[src/rtl/snr_cfg.svh]
// snr_cfg.svh: register numbers, field positions, reset values
// assumes: included by every design module
// Operation
// - switch clock divider, 16 bits, resets zero
// - reference clock divider, 16 bits, resets three
// - route by most significant differing id bit
// - low table, dimensions 0..7, nibbles, reset zero
// - high table, dimensions 8..15, nibbles, reset zero
// - per tile, halt line raises core request
// - per tile, halted flag drives halt line
// - halt origin flags: pin, core one, zero
// - link status shows 2-bit source kind
// - link status shows destination link number
// - external link writable 4-bit direction, reset zero
// - every link writable 2-bit network, reset zero
// - read-only junk, dest busy, source busy flags
// - processor links same fields, no direction
// - top config bit enables link, selects pins
// - width bit: zero two-wire, one five-wire
// - error flag on overflow or bad token
// - credit issued and credit held flags
// - greeting write clears credit, sends token
// - receiver reset write restarts token framing
// - symbol gap field, idle clocks minus one
// - token gap field, idle clocks minus one
`ifndef SNR_CFG_SVH
`define SNR_CFG_SVH
`define SNR_A_SWDIV    8'h07
`define SNR_A_REFDIV   8'h08
`define SNR_A_SCANID   8'h09
`define SNR_A_UCODE    8'h0a
`define SNR_A_DIRLO    8'h0c
`define SNR_A_DIRHI    8'h0d
`define SNR_A_HCFG0    8'h10
`define SNR_A_HCFG1    8'h11
`define SNR_A_HSRC     8'h1f
`define SNR_A_LST      8'h20
`define SNR_A_PST      8'h40
`define SNR_A_LCFG     8'h80
`define SNR_SWDIV_RST  16'h0000
`define SNR_REFDIV_RST 16'h0003
`define SNR_HCFG_DRV   0
`define SNR_HCFG_REQ   1
`define SNR_HSRC_PIN   4
`define SNR_LC_EN      31
`define SNR_LC_WIDE    30
`define SNR_LC_ERR     27
`define SNR_LC_CRI     26
`define SNR_LC_CRH     25
`define SNR_LC_GREET   24
`define SNR_LC_RXRST   23
`define SNR_LC_SGAP    11
`define SNR_LC_TGAP    0
`define SNR_LS_KIND    24
`define SNR_LS_DEST    16
`define SNR_LS_DIR     8
`define SNR_LS_NET     4
`define SNR_GAP_W      11
`endif

[src/rtl/snr_pkg.sv]
// snr_pkg: carrier types of the switch node configuration block
// assumes: constants live in snr_cfg.svh
package snr_pkg;
  // kind of source target behind a link
  typedef enum logic [1:0] {
    snr_switch_side_port    = 2'b00,
    snr_processor_side_port = 2'b01,
    snr_switch_control      = 2'b10,
    snr_undefined           = 2'b11
  } snr_kind_type;

  // live link state from the switch fabric
  typedef struct packed {
    snr_kind_type source_kind;
    logic [7:0]   dest_link;
    logic         junk;
    logic         dest_busy;
    logic         src_busy;
  } snr_lst_type;

  // one-cycle events from an external link front end
  typedef struct packed {
    logic rx_overflow;
    logic rx_bad_token;
    logic credit_issued;
    logic credit_granted;
    logic sym_sent;
    logic tok_end;
  } snr_lev_type;

  // controls toward an external link front end
  typedef struct packed {
    logic enable;
    logic wide;
    logic greet_tx;
    logic rx_reset;
    logic sym_ok;
  } snr_lctl_type;

  // read-only link flags
  typedef struct packed {
    logic err;
    logic cr_issued;
    logic cr_held;
  } snr_lflag_type;
endpackage

[src/rtl/snr_node_cfg.sv]
// snr_node_cfg: configuration and status registers of a switch node
// assumes: mclk is the pll clock, config port and fabric on mclk,
// the shared halt line is an open-drain pin outside this clock
`timescale 1ns/1ns
`include "snr_cfg.svh"
module snr_node_cfg #(
  parameter int          N_LINK    = 9,
  parameter int          N_PROCESSOR_SIDE_PORT   = 8,
  // identity words: values are arbitrary
  parameter logic [31:0] SCAN_ID   = 32'h0000_0001,
  parameter logic [31:0] USER_CODE = 32'h0000_0000
) (
  input  wire logic                               mclk,
  input  wire logic                               rst_n,
  input  wire logic                               cfg_wr,
  input  wire logic                               cfg_rd,
  input  wire logic [7:0]                         cfg_addr,
  input  wire logic [31:0]                        cfg_wdata,
  output logic [31:0]                             cfg_rdata,
  output logic                                    cfg_rvalid,
  output logic                                    sw_clk_tick,
  output logic                                    ref_clk_tick,
  input  wire logic [15:0]                        node_id,
  input  wire logic                               route_req,
  input  wire logic [15:0]                        route_dest_id,
  output logic                                    route_valid,
  output logic                                    route_local,
  output logic [3:0]                              route_dir,
  input  wire logic [1:0]                         halted_state_flag,
  input  wire logic                               shared_halt_line_n_i,
  output logic                                    shared_halt_line_n_o,
  output logic                                    shared_halt_line_n_oe,
  output logic [1:0]                              halt_req,
  input  snr_pkg::snr_lst_type  [N_LINK-1:0]      ext_st,
  input  snr_pkg::snr_lst_type  [N_PROCESSOR_SIDE_PORT-1:0]     processor_side_port_st,
  input  snr_pkg::snr_lev_type  [N_LINK-1:0]      ext_ev,
  output snr_pkg::snr_lctl_type [N_LINK-1:0]      ext_ctl,
  output logic [N_LINK-1:0][3:0]                  ext_dir,
  output logic [N_LINK-1:0][1:0]                  ext_net,
  output logic [N_PROCESSOR_SIDE_PORT-1:0][1:0]                 processor_side_port_net
);

  // ************************************************************
  // storage
  // ************************************************************
  logic [15:0] sw_div;
  logic [15:0] ref_div;
  logic [15:0] sw_cnt;
  logic [15:0] ref_cnt;
  logic [31:0] dir_lo;
  logic [31:0] dir_hi;
  logic [1:0]  hcfg_req;
  logic [1:0]  hcfg_drv;
  logic [4:0]  hsrc;
  logic        pin_s1;
  logic        pin_s2;
  logic        line_prev;
  logic [N_LINK-1:0]           lc_en;
  logic [N_LINK-1:0]           lc_wide;
  logic [N_LINK-1:0][10:0]     lc_sgap;
  logic [N_LINK-1:0][10:0]     lc_tgap;
  logic [N_LINK-1:0][31:0]     lst_word;
  logic [N_PROCESSOR_SIDE_PORT-1:0][31:0]    pst_word;
  logic [N_LINK-1:0][31:0]     lcfg_word;

  // ************************************************************
  // address decode
  // ************************************************************
  wire [7:0] lst_idx  = cfg_addr - `SNR_A_LST;
  wire [7:0] pst_idx  = cfg_addr - `SNR_A_PST;
  wire [7:0] lcfg_idx = cfg_addr - `SNR_A_LCFG;
  wire       hit_lst  = (cfg_addr >= `SNR_A_LST) && (lst_idx < 8'(N_LINK));
  wire       hit_pst  = (cfg_addr >= `SNR_A_PST) && (pst_idx < 8'(N_PROCESSOR_SIDE_PORT));
  wire       hit_lcfg = (cfg_addr >= `SNR_A_LCFG) && (lcfg_idx < 8'(N_LINK));
  wire       wr_swdiv  = cfg_wr && (cfg_addr == `SNR_A_SWDIV);
  wire       wr_refdiv = cfg_wr && (cfg_addr == `SNR_A_REFDIV);
  wire       wr_dirlo  = cfg_wr && (cfg_addr == `SNR_A_DIRLO);
  wire       wr_dirhi  = cfg_wr && (cfg_addr == `SNR_A_DIRHI);
  wire       wr_hcfg0  = cfg_wr && (cfg_addr == `SNR_A_HCFG0);
  wire       wr_hcfg1  = cfg_wr && (cfg_addr == `SNR_A_HCFG1);
  wire       wr_hsrc   = cfg_wr && (cfg_addr == `SNR_A_HSRC);

  // ************************************************************
  // clock dividers
  // ************************************************************
  // count up to the divider value, then tick and wrap
  wire [15:0] next_sw_cnt  = (wr_swdiv || sw_cnt == sw_div) ? 16'h0000 : sw_cnt + 16'h0001;
  wire [15:0] next_ref_cnt = (wr_refdiv || ref_cnt == ref_div) ? 16'h0000 : ref_cnt + 16'h0001;

  always_ff @(posedge mclk) begin
    if (!rst_n) begin
      sw_div       <= `SNR_SWDIV_RST;
      ref_div      <= `SNR_REFDIV_RST;
      sw_cnt       <= 16'h0000;
      ref_cnt      <= 16'h0000;
      sw_clk_tick  <= 1'b0;
      ref_clk_tick <= 1'b0;
    end else begin
      if (wr_swdiv) begin
        sw_div <= cfg_wdata[15:0];
      end
      if (wr_refdiv) begin
        ref_div <= cfg_wdata[15:0];
      end
      sw_cnt       <= next_sw_cnt;
      ref_cnt      <= next_ref_cnt;
      sw_clk_tick  <= !wr_swdiv && (sw_cnt == sw_div);
      ref_clk_tick <= !wr_refdiv && (ref_cnt == ref_div);
    end
  end

  // ************************************************************
  // dimension routing
  // ************************************************************
  // most significant set bit; top bit of the result marks found
  function automatic logic [4:0] snr_msb(input logic [15:0] x);
    logic [4:0] r;
    r = 5'h00;
    for (int i = 0; i < 16; i++) begin
      if (x[i]) begin
        r = {1'b1, 4'(i)};
      end
    end
    return r;
  endfunction

  wire [15:0] id_diff  = node_id ^ route_dest_id;
  wire [4:0]  diff_msb = snr_msb(id_diff);
  wire [63:0] dir_tab  = {dir_hi, dir_lo};
  wire [3:0]  dir_pick = dir_tab[{diff_msb[3:0], 2'b00} +: 4];

  always_ff @(posedge mclk) begin
    if (!rst_n) begin
      dir_lo      <= 32'h0000_0000;
      dir_hi      <= 32'h0000_0000;
      route_valid <= 1'b0;
      route_local <= 1'b0;
      route_dir   <= 4'h0;
    end else begin
      if (wr_dirlo) begin
        dir_lo <= cfg_wdata;
      end
      if (wr_dirhi) begin
        dir_hi <= cfg_wdata;
      end
      route_valid <= route_req;
      if (route_req) begin
        route_local <= !diff_msb[4];
        route_dir   <= diff_msb[4] ? dir_pick : 4'h0;
      end
    end
  end

  // ************************************************************
  // shared halt line
  // ************************************************************
  wire [1:0] core_drv    = hcfg_drv & halted_state_flag;
  wire       line_active = !pin_s2;
  wire       line_event  = line_active && !line_prev;
  wire [4:0] event_src   = {!(|core_drv), 2'b00, core_drv};
  wire [4:0] src_mask    = 5'h13;

  // pin passes two flops; config, origin capture, requests
  always_ff @(posedge mclk) begin
    if (!rst_n) begin
      pin_s1                <= 1'b1;
      pin_s2                <= 1'b1;
      line_prev             <= 1'b0;
      hcfg_req              <= 2'b00;
      hcfg_drv              <= 2'b00;
      hsrc                  <= 5'h00;
      halt_req              <= 2'b00;
      shared_halt_line_n_oe <= 1'b0;
    end else begin
      pin_s1    <= shared_halt_line_n_i;
      pin_s2    <= pin_s1;
      line_prev <= line_active;
      if (wr_hcfg0) begin
        hcfg_req[0] <= cfg_wdata[`SNR_HCFG_REQ];
        hcfg_drv[0] <= cfg_wdata[`SNR_HCFG_DRV];
      end
      if (wr_hcfg1) begin
        hcfg_req[1] <= cfg_wdata[`SNR_HCFG_REQ];
        hcfg_drv[1] <= cfg_wdata[`SNR_HCFG_DRV];
      end
      // a new event outranks a software write
      if (line_event) begin
        hsrc <= event_src;
      end else if (wr_hsrc) begin
        hsrc <= cfg_wdata[4:0] & src_mask;
      end
      halt_req              <= hcfg_req & {2{line_active}};
      shared_halt_line_n_oe <= |core_drv;
    end
  end

  assign shared_halt_line_n_o = 1'b0;  // open drain, pulls low only

  // ************************************************************
  // per link registers
  // ************************************************************
  genvar g;
  generate
    for (g = 0; g < N_LINK; g++) begin : g_ext
      snr_pkg::snr_lflag_type fl;
      wire wr_lst  = cfg_wr && hit_lst && (lst_idx == 8'(g));
      wire wr_lcfg = cfg_wr && hit_lcfg && (lcfg_idx == 8'(g));

      // writable direction, network and link configuration
      always_ff @(posedge mclk) begin
        if (!rst_n) begin
          ext_dir[g] <= 4'h0;
          ext_net[g] <= 2'b00;
          lc_en[g]   <= 1'b0;
          lc_wide[g] <= 1'b0;
          lc_sgap[g] <= 11'h000;
          lc_tgap[g] <= 11'h000;
        end else begin
          if (wr_lst) begin
            ext_dir[g] <= cfg_wdata[`SNR_LS_DIR +: 4];
            ext_net[g] <= cfg_wdata[`SNR_LS_NET +: 2];
          end
          if (wr_lcfg) begin
            lc_en[g]   <= cfg_wdata[`SNR_LC_EN];
            lc_wide[g] <= cfg_wdata[`SNR_LC_WIDE];
            lc_sgap[g] <= cfg_wdata[`SNR_LC_SGAP +: 11];
            lc_tgap[g] <= cfg_wdata[`SNR_LC_TGAP +: 11];
          end
        end
      end

      snr_link #(
        .GAP_W (`SNR_GAP_W)
      ) u_link (
        .mclk     (mclk),
        .rst_n    (rst_n),
        .enable   (lc_en[g]),
        .greet    (wr_lcfg && cfg_wdata[`SNR_LC_GREET]),
        .rx_rst   (wr_lcfg && cfg_wdata[`SNR_LC_RXRST]),
        .sym_gap  (lc_sgap[g]),
        .tok_gap  (lc_tgap[g]),
        .ev       (ext_ev[g]),
        .flags    (fl),
        .greet_tx (ext_ctl[g].greet_tx),
        .rx_reset (ext_ctl[g].rx_reset),
        .sym_ok   (ext_ctl[g].sym_ok)
      );

      assign ext_ctl[g].enable = lc_en[g];
      assign ext_ctl[g].wide   = lc_wide[g];

      // read words; write-only and reserved bits read zero
      assign lst_word[g] = {6'h00, ext_st[g].source_kind, ext_st[g].dest_link,
                            4'h0, ext_dir[g], 2'b00, ext_net[g], 1'b0,
                            ext_st[g].junk, ext_st[g].dest_busy, ext_st[g].src_busy};
      assign lcfg_word[g] = {lc_en[g], lc_wide[g], 2'b00, fl.err, fl.cr_issued,
                             fl.cr_held, 3'b000, lc_sgap[g], lc_tgap[g]};
    end

    for (g = 0; g < N_PROCESSOR_SIDE_PORT; g++) begin : g_proc
      wire wr_pst = cfg_wr && hit_pst && (pst_idx == 8'(g));

      // processor link network number
      always_ff @(posedge mclk) begin
        if (!rst_n) begin
          processor_side_port_net[g] <= 2'b00;
        end else if (wr_pst) begin
          processor_side_port_net[g] <= cfg_wdata[`SNR_LS_NET +: 2];
        end
      end

      assign pst_word[g] = {6'h00, processor_side_port_st[g].source_kind, processor_side_port_st[g].dest_link,
                            10'h000, processor_side_port_net[g], 1'b0,
                            processor_side_port_st[g].junk, processor_side_port_st[g].dest_busy, processor_side_port_st[g].src_busy};
    end
  endgenerate

  // ************************************************************
  // read path
  // ************************************************************
  wire [31:0] rd_word =
    (cfg_addr == `SNR_A_SWDIV)  ? {16'h0000, sw_div} :
    (cfg_addr == `SNR_A_REFDIV) ? {16'h0000, ref_div} :
    (cfg_addr == `SNR_A_SCANID) ? SCAN_ID :
    (cfg_addr == `SNR_A_UCODE)  ? USER_CODE :
    (cfg_addr == `SNR_A_DIRLO)  ? dir_lo :
    (cfg_addr == `SNR_A_DIRHI)  ? dir_hi :
    (cfg_addr == `SNR_A_HCFG0)  ? {30'h0, hcfg_req[0], hcfg_drv[0]} :
    (cfg_addr == `SNR_A_HCFG1)  ? {30'h0, hcfg_req[1], hcfg_drv[1]} :
    (cfg_addr == `SNR_A_HSRC)   ? {27'h0, hsrc} :
    hit_lst  ? lst_word[lst_idx[3:0]] :
    hit_pst  ? pst_word[pst_idx[2:0]] :
    hit_lcfg ? lcfg_word[lcfg_idx[3:0]] :
    32'h0000_0000;

  // read data one cycle after the read strobe
  always_ff @(posedge mclk) begin
    if (!rst_n) begin
      cfg_rdata  <= 32'h0000_0000;
      cfg_rvalid <= 1'b0;
    end else begin
      cfg_rvalid <= cfg_rd;
      if (cfg_rd) begin
        cfg_rdata <= rd_word;
      end
    end
  end

  // ************************************************************
  // checks
  // ************************************************************
  property p_sw_tick;
    @(posedge mclk) disable iff (!rst_n)
    (sw_clk_tick && sw_div == 16'h0002 && !cfg_wr) |=> !sw_clk_tick;
  endproperty
  a_sw_tick: assert property (p_sw_tick) else $error("switch tick too early");

  property p_route_top;
    @(posedge mclk) disable iff (!rst_n)
    (route_req && id_diff[15] && !wr_dirhi) |=> (route_valid && route_dir == dir_hi[31:28]);
  endproperty
  a_route_top: assert property (p_route_top) else $error("top dimension misrouted");

  property p_route_low;
    @(posedge mclk) disable iff (!rst_n)
    (route_req && id_diff == 16'h0001 && !wr_dirlo) |=> (!route_local && route_dir == dir_lo[3:0]);
  endproperty
  a_route_low: assert property (p_route_low) else $error("dimension zero misrouted");

  property p_route_local;
    @(posedge mclk) disable iff (!rst_n)
    (route_req && id_diff == 16'h0000) |=> route_local;
  endproperty
  a_route_local: assert property (p_route_local) else $error("local packet not seen");

  property p_dir_write;
    @(posedge mclk) disable iff (!rst_n)
    (cfg_wr && cfg_addr == `SNR_A_LST) |=> (ext_dir[0] == $past(cfg_wdata[11:8]));
  endproperty
  a_dir_write: assert property (p_dir_write) else $error("link direction not stored");

  property p_line_drive;
    @(posedge mclk) disable iff (!rst_n)
    (|(hcfg_drv & halted_state_flag)) |=> shared_halt_line_n_oe;
  endproperty
  a_line_drive: assert property (p_line_drive) else $error("halt line not driven");

  property p_halt_req;
    @(posedge mclk) disable iff (!rst_n)
    halt_req[0] |-> ($past(hcfg_req[0]) && $past(line_active));
  endproperty
  a_halt_req: assert property (p_halt_req) else $error("request without enable");

  property p_pin_origin;
    @(posedge mclk) disable iff (!rst_n)
    (line_event && core_drv == 2'b00) |=> (hsrc == 5'h10);
  endproperty
  a_pin_origin: assert property (p_pin_origin) else $error("pin origin not recorded");

  property p_stat_read;
    @(posedge mclk) disable iff (!rst_n)
    (cfg_rd && cfg_addr == `SNR_A_LST) |=>
      (cfg_rvalid && cfg_rdata[2:0] == $past({ext_st[0].junk, ext_st[0].dest_busy, ext_st[0].src_busy}));
  endproperty
  a_stat_read: assert property (p_stat_read) else $error("link status read wrong");

  c_route: cover property (@(posedge mclk) disable iff (!rst_n) route_req && id_diff[9]);
  c_halt: cover property (@(posedge mclk) disable iff (!rst_n) line_event ##2 |halt_req);
  c_enable: cover property (@(posedge mclk) disable iff (!rst_n) cfg_wr && hit_lcfg && cfg_wdata[31]);
endmodule

[src/rtl/snr_link.sv]
// snr_link: credit, error and symbol pacing for one external link
// assumes: events come from logic on mclk, one cycle each
`timescale 1ns/1ns
`include "snr_cfg.svh"
module snr_link #(
  parameter int GAP_W = `SNR_GAP_W
) (
  input  wire logic                  mclk,
  input  wire logic                  rst_n,
  input  wire logic                  enable,
  input  wire logic                  greet,
  input  wire logic                  rx_rst,
  input  wire logic [GAP_W-1:0]      sym_gap,
  input  wire logic [GAP_W-1:0]      tok_gap,
  input  snr_pkg::snr_lev_type       ev,
  output snr_pkg::snr_lflag_type     flags,
  output logic                       greet_tx,
  output logic                       rx_reset,
  output logic                       sym_ok
);
  logic [GAP_W:0] gap_cnt;
  logic [GAP_W:0] next_gap;

  // idle gap reload: a token end outranks a plain symbol
  assign next_gap = ev.tok_end ? ({1'b0, tok_gap} + 1'b1) :
                    ev.sym_sent ? ({1'b0, sym_gap} + 1'b1) :
                    (gap_cnt == '0) ? gap_cnt : (gap_cnt - 1'b1);
  assign sym_ok = enable && (gap_cnt == '0);

  // flags: hardware set wins over any clear
  always_ff @(posedge mclk) begin
    if (!rst_n) begin
      gap_cnt  <= '0;
      greet_tx <= 1'b0;
      rx_reset <= 1'b0;
      flags    <= '0;
    end else begin
      gap_cnt         <= next_gap;
      greet_tx        <= greet && enable;
      rx_reset        <= rx_rst;
      flags.err       <= ev.rx_overflow || ev.rx_bad_token || (flags.err && !rx_rst);
      flags.cr_issued <= ev.credit_issued || (flags.cr_issued && enable);
      flags.cr_held   <= ev.credit_granted || (flags.cr_held && enable && !greet);
    end
  end

  // ************************************************************
  // checks
  // ************************************************************
  property p_greet_clears;
    @(posedge mclk) disable iff (!rst_n)
    (greet && enable && !ev.credit_granted) |=> (greet_tx && !flags.cr_held);
  endproperty
  a_greet_clears: assert property (p_greet_clears) else $error("greeting did not clear credit");

  property p_rx_reset;
    @(posedge mclk) disable iff (!rst_n)
    rx_rst |=> (rx_reset ##1 !rx_reset || $past(rx_rst, 1));
  endproperty
  a_rx_reset: assert property (p_rx_reset) else $error("receiver reset pulse wrong");

  property p_tok_gap;
    @(posedge mclk) disable iff (!rst_n)
    (ev.tok_end && enable) |=>
      (!sym_ok ##1 (sym_ok || !enable || tok_gap != '0 || $past(ev.tok_end || ev.sym_sent)));
  endproperty
  a_tok_gap: assert property (p_tok_gap) else $error("token gap not kept");

  property p_err_set;
    @(posedge mclk) disable iff (!rst_n)
    (ev.rx_overflow || ev.rx_bad_token) |=> flags.err;
  endproperty
  a_err_set: assert property (p_err_set) else $error("error flag missed");

  c_greet: cover property (@(posedge mclk) disable iff (!rst_n) greet && enable ##1 greet_tx);
endmodule

[config.mk]
export PLATFORM = sky130hd
export DESIGN_NAME = snr_node_cfg
export DESIGN_NICKNAME = d
export VERILOG_FILES = /design/src/rtl/snr_pkg.sv /design/src/rtl/snr_node_cfg.sv /design/src/rtl/snr_link.sv
export VERILOG_INCLUDE_DIRS = /design/src /design/src/rtl
export SDC_FILE = /design/constraint.sdc
export NUM_CORES = 2
export LEC_CHECK = 0
export BUFFER_PORTS_ARGS = -buffer_cell sky130_fd_sc_hd__buf_2
export CORE_MARGIN = 5
export CORE_UTILIZATION = 35
export CTS_BUF_LIST = sky130_fd_sc_hd__clkbuf_8
export CTS_CLUSTER_SIZE = 30
export DETAILED_ROUTE_END_ITERATION = 10
export PLACE_DENSITY_LB_ADDON = 0.15
export SLEW_MARGIN = 10
export SYNTH_ARGS = -nofsm -noshare
export SYNTH_HDL_FRONTEND = slang
export SYNTH_SLANG_ARGS = --single-unit
[constraint.sdc]
create_clock -name mclk -period 5.7 [get_ports mclk]
set_input_delay 0.57 -clock mclk [delete_from_list [all_inputs] [get_ports mclk]]
set_output_delay 0.57 -clock mclk [all_outputs]
set_load 0.05 [all_outputs]
; After elaboration in Yosys (flattened, before gate mapping)
; Index checks and enable logic that the tools add are counted.
[word_totals]
ff_bits = 621
in_bits = 355
out_inout_bits = 160
[op_classes]
addsub = 32
n_lt_le_gt_ge = 9
n_eq_ne = 43
shifts = 1
n_mux = 64
n_bitwise = 4
n_reduce_logical = 192
[op_table]
columns = cell, count
row1 = $mux 32, 15
row2 = $mux 12, 27
row3 = $bmux 32 s4, 2
row4 = $add 11x1->12 const B, 18
row5 = $logic_and 1x1->1, 114
row6 = $logic_not 12->1, 9
row7 = $sub 12x1->12 const B, 9
row8 = $eq 8x3->1 const B, 13
row9 = $bmux 32 s3, 1
row10 = $mux 5, 18
row11 = $shiftx 64x7->4, 1
row12 = $eq 8x4->1 const B, 7
row13 = $eq 8x2->1 const B, 6
row14 = $logic_or 1x1->1, 38
row15 = $add 16x1->16 const B, 2
row16 = $eq 16x16->1, 2
row17 = $ne 3x3->1 const B, 9
row18 = $eq 8x1->1 const B, 3
row19 = $eq 8x5->1 const B, 3
row20 = $logic_not 1->1, 24
row21 = $logic_not 8->1, 3
row22 = $lt 8x4->1 const B, 3
row23 = $xor 16x16->16, 1
row24 = $lt 4x5->1 const B, 2
row25 = 12 further kinds, 15

; Logic depth before layout (Yosys ltp)
[depth]
word_depth = 19
depth_mapped = 10
ltp_nobuf = 9

; Modules after synthesis
; From an unflattened synthesis, not the netlist that was laid out.
[hier_totals]
hier_cells = 4262
area_unflattened_um2 = 35064.9
[modules_own_cells]
columns = mod, instances, cells_each, area_per_inst_um2, seq_area_each_um2
row1 = snr_node_cfg, 1, 2777, 23094.6, 9369.0
row2 = snr_link, 9, 165, 1330.0, 340.3

; Worst setup path before layout
; No wires, ideal clock.
[synth_path]
path_kind = input-to-reg
from = in cfg_addr[0]
to = reg cfg_rdata[26]
t_arrival_ns = 2.382
path_slack_ns = 3.203
cell_stages = 9
path_buffers = 3
path_cell_list = buf_4 buf_2 buf_4 mux4_2 nand2_1 o21ai_0 a222oi_1 o22ai_1 and2_1
[synth_via]
elab_chain_cells = 15
word_cells_on_any_way = 39
cone_classes = 3 x add/sub / 6 x order compare / 9 x eq/ne / 18 x mux / 3 x reduce/logical
[synth_rtl]
columns = element, line_no
row1 = start: declaration, snr_node_cfg.sv:17  ; input wire logic [7:0] cfg_addr,
row2 = $sub 8x8->8 (no source line), --
row3 = $lt 8x4->1 / $bmux 32 s4 (equally long branches), "snr_node_cfg.sv:74, snr_node_cfg.sv:293"
row4 = $logic_and 1x1->1 / $mux 32 (equally long branches), "snr_node_cfg.sv:74, snr_node_cfg.sv:293"
row5 = $mux 32, snr_node_cfg.sv:293  ; hit_lcfg ? lcfg_word[lcfg_idx[3:0]] :
row6 = $mux 32, snr_node_cfg.sv:292  ; hit_pst ? pst_word[pst_idx[2:0]] :
row7 = $mux 32, snr_node_cfg.sv:291  ; hit_lst ? lst_word[lst_idx[3:0]] :
row8 = $mux 32, snr_node_cfg.sv:290  ; (cfg_addr == `SNR_A_HSRC) ? {27'h0, hsrc} :
row9 = $mux 32, snr_node_cfg.sv:289  ; (cfg_addr == `SNR_A_HCFG1) ? {30'h0, hcfg_req[1], hcfg_drv[1]} :
row10 = $mux 32, snr_node_cfg.sv:288  ; (cfg_addr == `SNR_A_HCFG0) ? {30'h0, hcfg_req[0], hcfg_drv[0]} :
row11 = $mux 32, snr_node_cfg.sv:287  ; (cfg_addr == `SNR_A_DIRHI) ? dir_hi :
row12 = $mux 32, snr_node_cfg.sv:286  ; (cfg_addr == `SNR_A_DIRLO) ? dir_lo :
row13 = $mux 32, snr_node_cfg.sv:285  ; (cfg_addr == `SNR_A_UCODE) ? USER_CODE :
row14 = $mux 32, snr_node_cfg.sv:284  ; (cfg_addr == `SNR_A_SCANID) ? SCAN_ID :
row15 = $mux 32, snr_node_cfg.sv:283  ; (cfg_addr == `SNR_A_REFDIV) ? {16'h0000, ref_div} :
row16 = $mux 32 (*), snr_node_cfg.sv:282  ; (cfg_addr == `SNR_A_SWDIV) ? {16'h0000, sw_div} :
row17 = end signal: assignment, snr_node_cfg.sv:304  ; cfg_rdata <= rd_word;
row18 = end: declaration, snr_node_cfg.sv:19  ; output logic [31:0] cfg_rdata,
; Every way passes the cells marked *; elsewhere a longest branch is shown, timed or not. The select of a mux whose other input is x is not followed.
; A chain may end at the register's enable or synchronous reset.

; Worst setup path after layout
[layout_path]
from = in cfg_addr[0]
to = reg g_ext[8].u_link.flags[2] (netlist bit)
[layout_via]
elab_chain_cells = 9
word_cells_on_any_way = 11
cone_classes = 1 x add/sub / 2 x order compare / 1 x eq/ne / 7 x reduce/logical
[layout_rtl]
columns = element, line_no
row1 = $sub 8x8->8 (no source line), --
row2 = $lt 8x4->1, snr_node_cfg.sv:74  ; wire hit_lcfg = (cfg_addr >= `SNR_A_LCFG) && (lcfg_idx < 8'(N_LINK));
row3 = $logic_and 1x1->1, snr_node_cfg.sv:74
row4 = $logic_and 1x1->1, snr_node_cfg.sv:207  ; wire wr_lcfg = cfg_wr && hit_lcfg && (lcfg_idx == 8'(g));
row5 = $logic_and 1x1->1 (*), snr_node_cfg.sv:207
row6 = $logic_and 1x1->1 (*), snr_node_cfg.sv:239  ; .rx_rst (wr_lcfg && cfg_wdata[`SNR_LC_RXRST]),
row7 = $logic_not 1->1 (*), snr_link.sv:41  ; flags.err <= ev.rx_overflow || ev.rx_bad_token || (flags.err && !rx_rst);
row8 = $logic_and 1x1->1 (*), snr_link.sv:41
row9 = $logic_or 1x1->1 (*), snr_link.sv:41
row10 = end: declaration, snr_link.sv:16  ; output snr_pkg::snr_lflag_type flags,
; Every way passes the cells marked *; elsewhere a longest branch is shown, timed or not.

==> run summary <==
The area of the mapped netlist came out at 34400 µm². The area share of fa/ha/maj cells after synthesis came out at 1.09%. The count of filler cells inserted in the layout is 10100. Setup repair after global routing left no endpoint under its margin. The die extent in x is 323 µm. Dividing the detail-routed via count by the number of cells gives 5.64. The flow ran to the end, and the final reports show no timing, DRC or antenna violations.

The number of hold-slack violations in the final timing report is 0. The minimum clock period is 3.58 ns. The CTS H-tree depth is 3. The growth of design area from synthesis to finish is 17.3%. The total CTS buffers came out at 115.

After synthesis, the share of flip-flops with an asynchronous set or reset is 0%. The combinational group share of total power is 12.3%. The area of the die came out at 105000 µm². Yosys instantiated no cell more often than sky130_fd_sc_hd__nand2_1. The portion of total power attributed to sequential cells is 43.4%. The actual transition at the worst max-transition pin came out at 1.14 ns. The count of mapped cells out of synthesis came out at 4201. The worst setup path is of the in2reg kind.

Net switching is 28.5% of the power. The path class of the tightest hold or removal check is in2reg. Clock skew on the completed layout was measured at 0.0619 ns.

The initial antenna violation count came out at 10. The leakage power summed over all cells is 15.5 nW. The count of TritonRoute iterations in the first routing pass came out at 10. The commonest cells after synthesis are sky130_fd_sc_hd__nand2_1 (939), sky130_fd_sc_hd__dfxtp_1 (621), sky130_fd_sc_hd__a21oi_1 (464), sky130_fd_sc_hd__nor2_1 (294), sky130_fd_sc_hd__clkbuf_1 (204). The standard cell core area came out at 98000 µm². The fraction of layout instances using a drive strength above 1 is 20.0%.

The startpoint identified for the worst hold timing path is cfg_wdata[22]. The post-CTS clock slew at the launch and capture registers of the worst setup and hold paths is 0.06 ns. The synthesis-stage register bit count is 621. For this block, the initial DRC count from the detailed router was 3776.

The xor/xnor cell area share of the yosys netlist is 8.15%. The launching point of the worst reg2reg path is g_ext[3].u_link.gap_cnt[2]. The cell area after placement came out at 37500 µm². The overall global routing resource usage is 28.1%. The synthesized net count came out at 4586. Headroom to the max-slew limit came out at 23.8%. Sorting the synthesized cells by area gives the leading types as sky130_fd_sc_hd__dfxtp_1 (36%), sky130_fd_sc_hd__nand2_1 (10%), sky130_fd_sc_hd__mux4_2 (8.0%), sky130_fd_sc_hd__a21oi_1 (6.8%), sky130_fd_sc_hd__xnor2_1 (4.1%). The vertical die dimension came out at 323 µm.

The number of gates resized after CTS was 0. The kind of end point of the critical path is a flop. The part of the power in the clock network is 44.3%. The data required time at the worst endpoint came out at 6.35 ns. The total wire length after detailed routing is 153000 µm.

The count of vias placed by the detailed router is 33700. The largest total area in the synthesized netlist belongs to sky130_fd_sc_hd__dfxtp_1. The max-capacitance violation count came out at 0.

The leftover overflow at the end of global routing came out at 0. Setup violations remaining at the end of the flow were counted as 0. The highest achievable clock rate is 0.280 GHz. Setup slack on the worst reg-to-reg path comes out at 3.18 ns.

By area, the combinational part of the netlist is dominated by simple AND/OR/NAND/NOR gates. The number of ports placed on the die boundary came out at 515. Port buffering added 513 buffers. In this run the remaining antenna-violating nets after routing total 0. Yosys mapped the design onto 92 distinct sky130hd cell types. The starting density of the core is 35.1%.

The number of sinks driven by the clock tree is 621. The number of enable-type register cells in the synthesized netlist came out at 0. The maximum VDD drop came out at 216 µV.

In this design, the stage delay of the slowest critical-path cell is 0.74 ns. The number of warnings issued by yosys is 0. The detailed-route wire length per cell came out at 25.7 µm.

Summed over all failing endpoints, the final setup total negative slack is 0 ns. The placer's final routability congestion estimate came out at 0.951. The share of Yosys cell area claimed by the top area cell type came out at 36.1%.

The number of global-route vias before repair is 31700. After Yosys synthesis, and, or, nand and nor cells account for 22.1% of the synthesized area. The sequential-to-total area share from yosys stat is 36.1%.

TritonCTS built the clock tree. The worst-path maximum fanout is 60. The DRC violations left came out at 0. The internal power consumption is 7.38 mW. The finished cells cover 40300 µm². The critical path arrival came out at 4.23 ns. The period utilization is 62.8%. The number of nets in the layout came out at 4970. The number of rows created at floorplan came out at 115. The areal power density over the cells came out at 256 nW/µm².

The post-synthesis area per instance came out at 8.19 µm². The combined buffer and inverter count along the critical path came out at 4. In this run the clock root is driven by a sky130_fd_sc_hd__clkbuf_8. The deepest clock path buffer count came out at 3. The global-route wire length before repair is 220000 µm. Clock latency on the worst-skew pair, taken at its later pin, is 0.79 ns. The master of the slowest instance on the critical path is sky130_fd_sc_hd__nor2_2. The switching power came out at 2.94 mW. STA classifies the critical path startpoint as an input port. Grouping stages by cell kind, the critical path spends the most delay in buffers and inverters. Entering global routing, the biggest net connects 181 pins. For this run, the leading register cell type out of synthesis is sky130_fd_sc_hd__dfxtp_1. The signal on the critical path passes through buf_8, buf_4, nor2_2, buf_4, nand2_1, nor2_2, a21boi_0, o31a_1, dlygate4sd3_1. The synthesized netlist devotes 16.8% of its cell area to compound gates.

The HPWL after detailed placement came out at 112000 µm. Multiplexer cells account for 10.6% of the synthesized area. The total count of max-transition violations in the final report came out at 0.

In this run the worst setup path begins at cfg_addr[0].
-- tightest hold or removal path: stages --
cell and delay, ns:
sky130_fd_sc_hd__buf_2 0.12, sky130_fd_sc_hd__nand2_1 0.05, sky130_fd_sc_hd__a21oi_1 0.05
-- cell type report --
class,instances,area [µm²],area share (%)
antenna,10,25.0,0.0620
clock buffer,150,2060,5.12
clock inverter,58,367,0.909
inverter,50,195,0.484
multi-input combinational,3190,20300,50.2
sequential,621,12400,30.8
tap,1287,1610,3.99
timing repair buffer,607,3400,8.42
-- cell families after synthesis --
logic type,Yosys count
compound gates,917
xor+xnor,319
fa+ha+maj,30
buf+inv,390
flops,621
mux,211
other cells,1
simple gates,1712
-- cells in the final DEF (no fill, tap or decap), types with 12 or more instances in the layout --
cell type                         n
sky130_fd_sc_hd__xnor2_1        160
sky130_fd_sc_hd__nor3_1          38
sky130_fd_sc_hd__mux4_2         122
sky130_fd_sc_hd__nor4_1          32
sky130_fd_sc_hd__o211ai_1        14
sky130_fd_sc_hd__and2_1          26
sky130_fd_sc_hd__o21ai_0         84
sky130_fd_sc_hd__nor2b_1         12
sky130_fd_sc_hd__ha_1            30
sky130_fd_sc_hd__nand3_1        144
sky130_fd_sc_hd__buf_2          509
sky130_fd_sc_hd__o31a_1          12
sky130_fd_sc_hd__o211a_1         13
sky130_fd_sc_hd__clkinv_2        12
sky130_fd_sc_hd__nand2b_1        16
sky130_fd_sc_hd__mux2_2          15
sky130_fd_sc_hd__and3_1          82
sky130_fd_sc_hd__buf_4           59
sky130_fd_sc_hd__a211oi_1       167
sky130_fd_sc_hd__dlygate4sd3_1   36
sky130_fd_sc_hd__a221oi_1        12
sky130_fd_sc_hd__a222oi_1        12
sky130_fd_sc_hd__nand4_1         39
sky130_fd_sc_hd__dfxtp_1        621
sky130_fd_sc_hd__a31oi_1         13
sky130_fd_sc_hd__a22oi_1         20
sky130_fd_sc_hd__nand2_1        939
sky130_fd_sc_hd__clkbuf_8       150
sky130_fd_sc_hd__inv_1           85
sky130_fd_sc_hd__a21o_1          13
sky130_fd_sc_hd__nand3b_1        15
sky130_fd_sc_hd__a21oi_1        464
sky130_fd_sc_hd__mux2i_1         74
sky130_fd_sc_hd__or3_1           17
sky130_fd_sc_hd__nor2_1         293
sky130_fd_sc_hd__xor2_1         158
-- sequential cells by signal, indices dropped and copies added (netlist names), 18 cells and up --
register and count:
g_ext.u_link.gap_cnt 108, lc_sgap 99, lc_tgap 99, ext_dir 36, cfg_rdata 32, dir_hi 32
dir_lo 32, g_ext.u_link.flags 27, ext_ctl 18, ext_net 18
-- power by group through the flow --
stage / registers [mW] / logic, mW / clock network (mW)
after floorplan: 4.58 / 0.759 / 0
after global placement: 4.57 / 1.23 / 0
after detailed placement: 4.57 / 1.23 / 0
after CTS: 4.47 / 1.26 / 4.65
after global routing: 4.48 / 1.36 / 4.84
final: 4.48 / 1.27 / 4.57
-- per-stage QoR --
step,utilization [%],total power [mW],setup slack [ns],instances,hold slack (ns)
final,41.2,10.3,2.12,5973,0.0671
after CTS,41.1,10.4,2.18,5963,0.00140
after floorplan,-,5.33,3.20,4201,0.386
after global placement,38.3,5.79,1.69,5719,0.433
after global routing,41.2,10.7,1.99,5973,0.0469
after detailed placement,38.3,5.80,1.60,5719,0.439
-- layer usage --
layer / track usage [%] / share of wire [%]
met4: 10.7 / 4.1
met1: 38.5 / 42
met2: 43.5 / 44
met3: 6.14 / 9.7
met5: 1.81 / 0.020
-- worst paths after layout --
check                           cells past startpoint                    endpoint
worst max-delay path                                9    g_ext[8].u_link.flags[2]
worst min register to register                      1               cfg_rdata[25]
worst min-delay path                                3                  dir_hi[22]
worst max register to register                      5  g_ext[3].u_link.gap_cnt[7]
-- repair_timing --
item / CTS / global route
hold buffers: 36 / 0
buffers inserted: 0 / 0
hold endpoints to repair: 28 / 0
(Power assumes the default switching activity.)
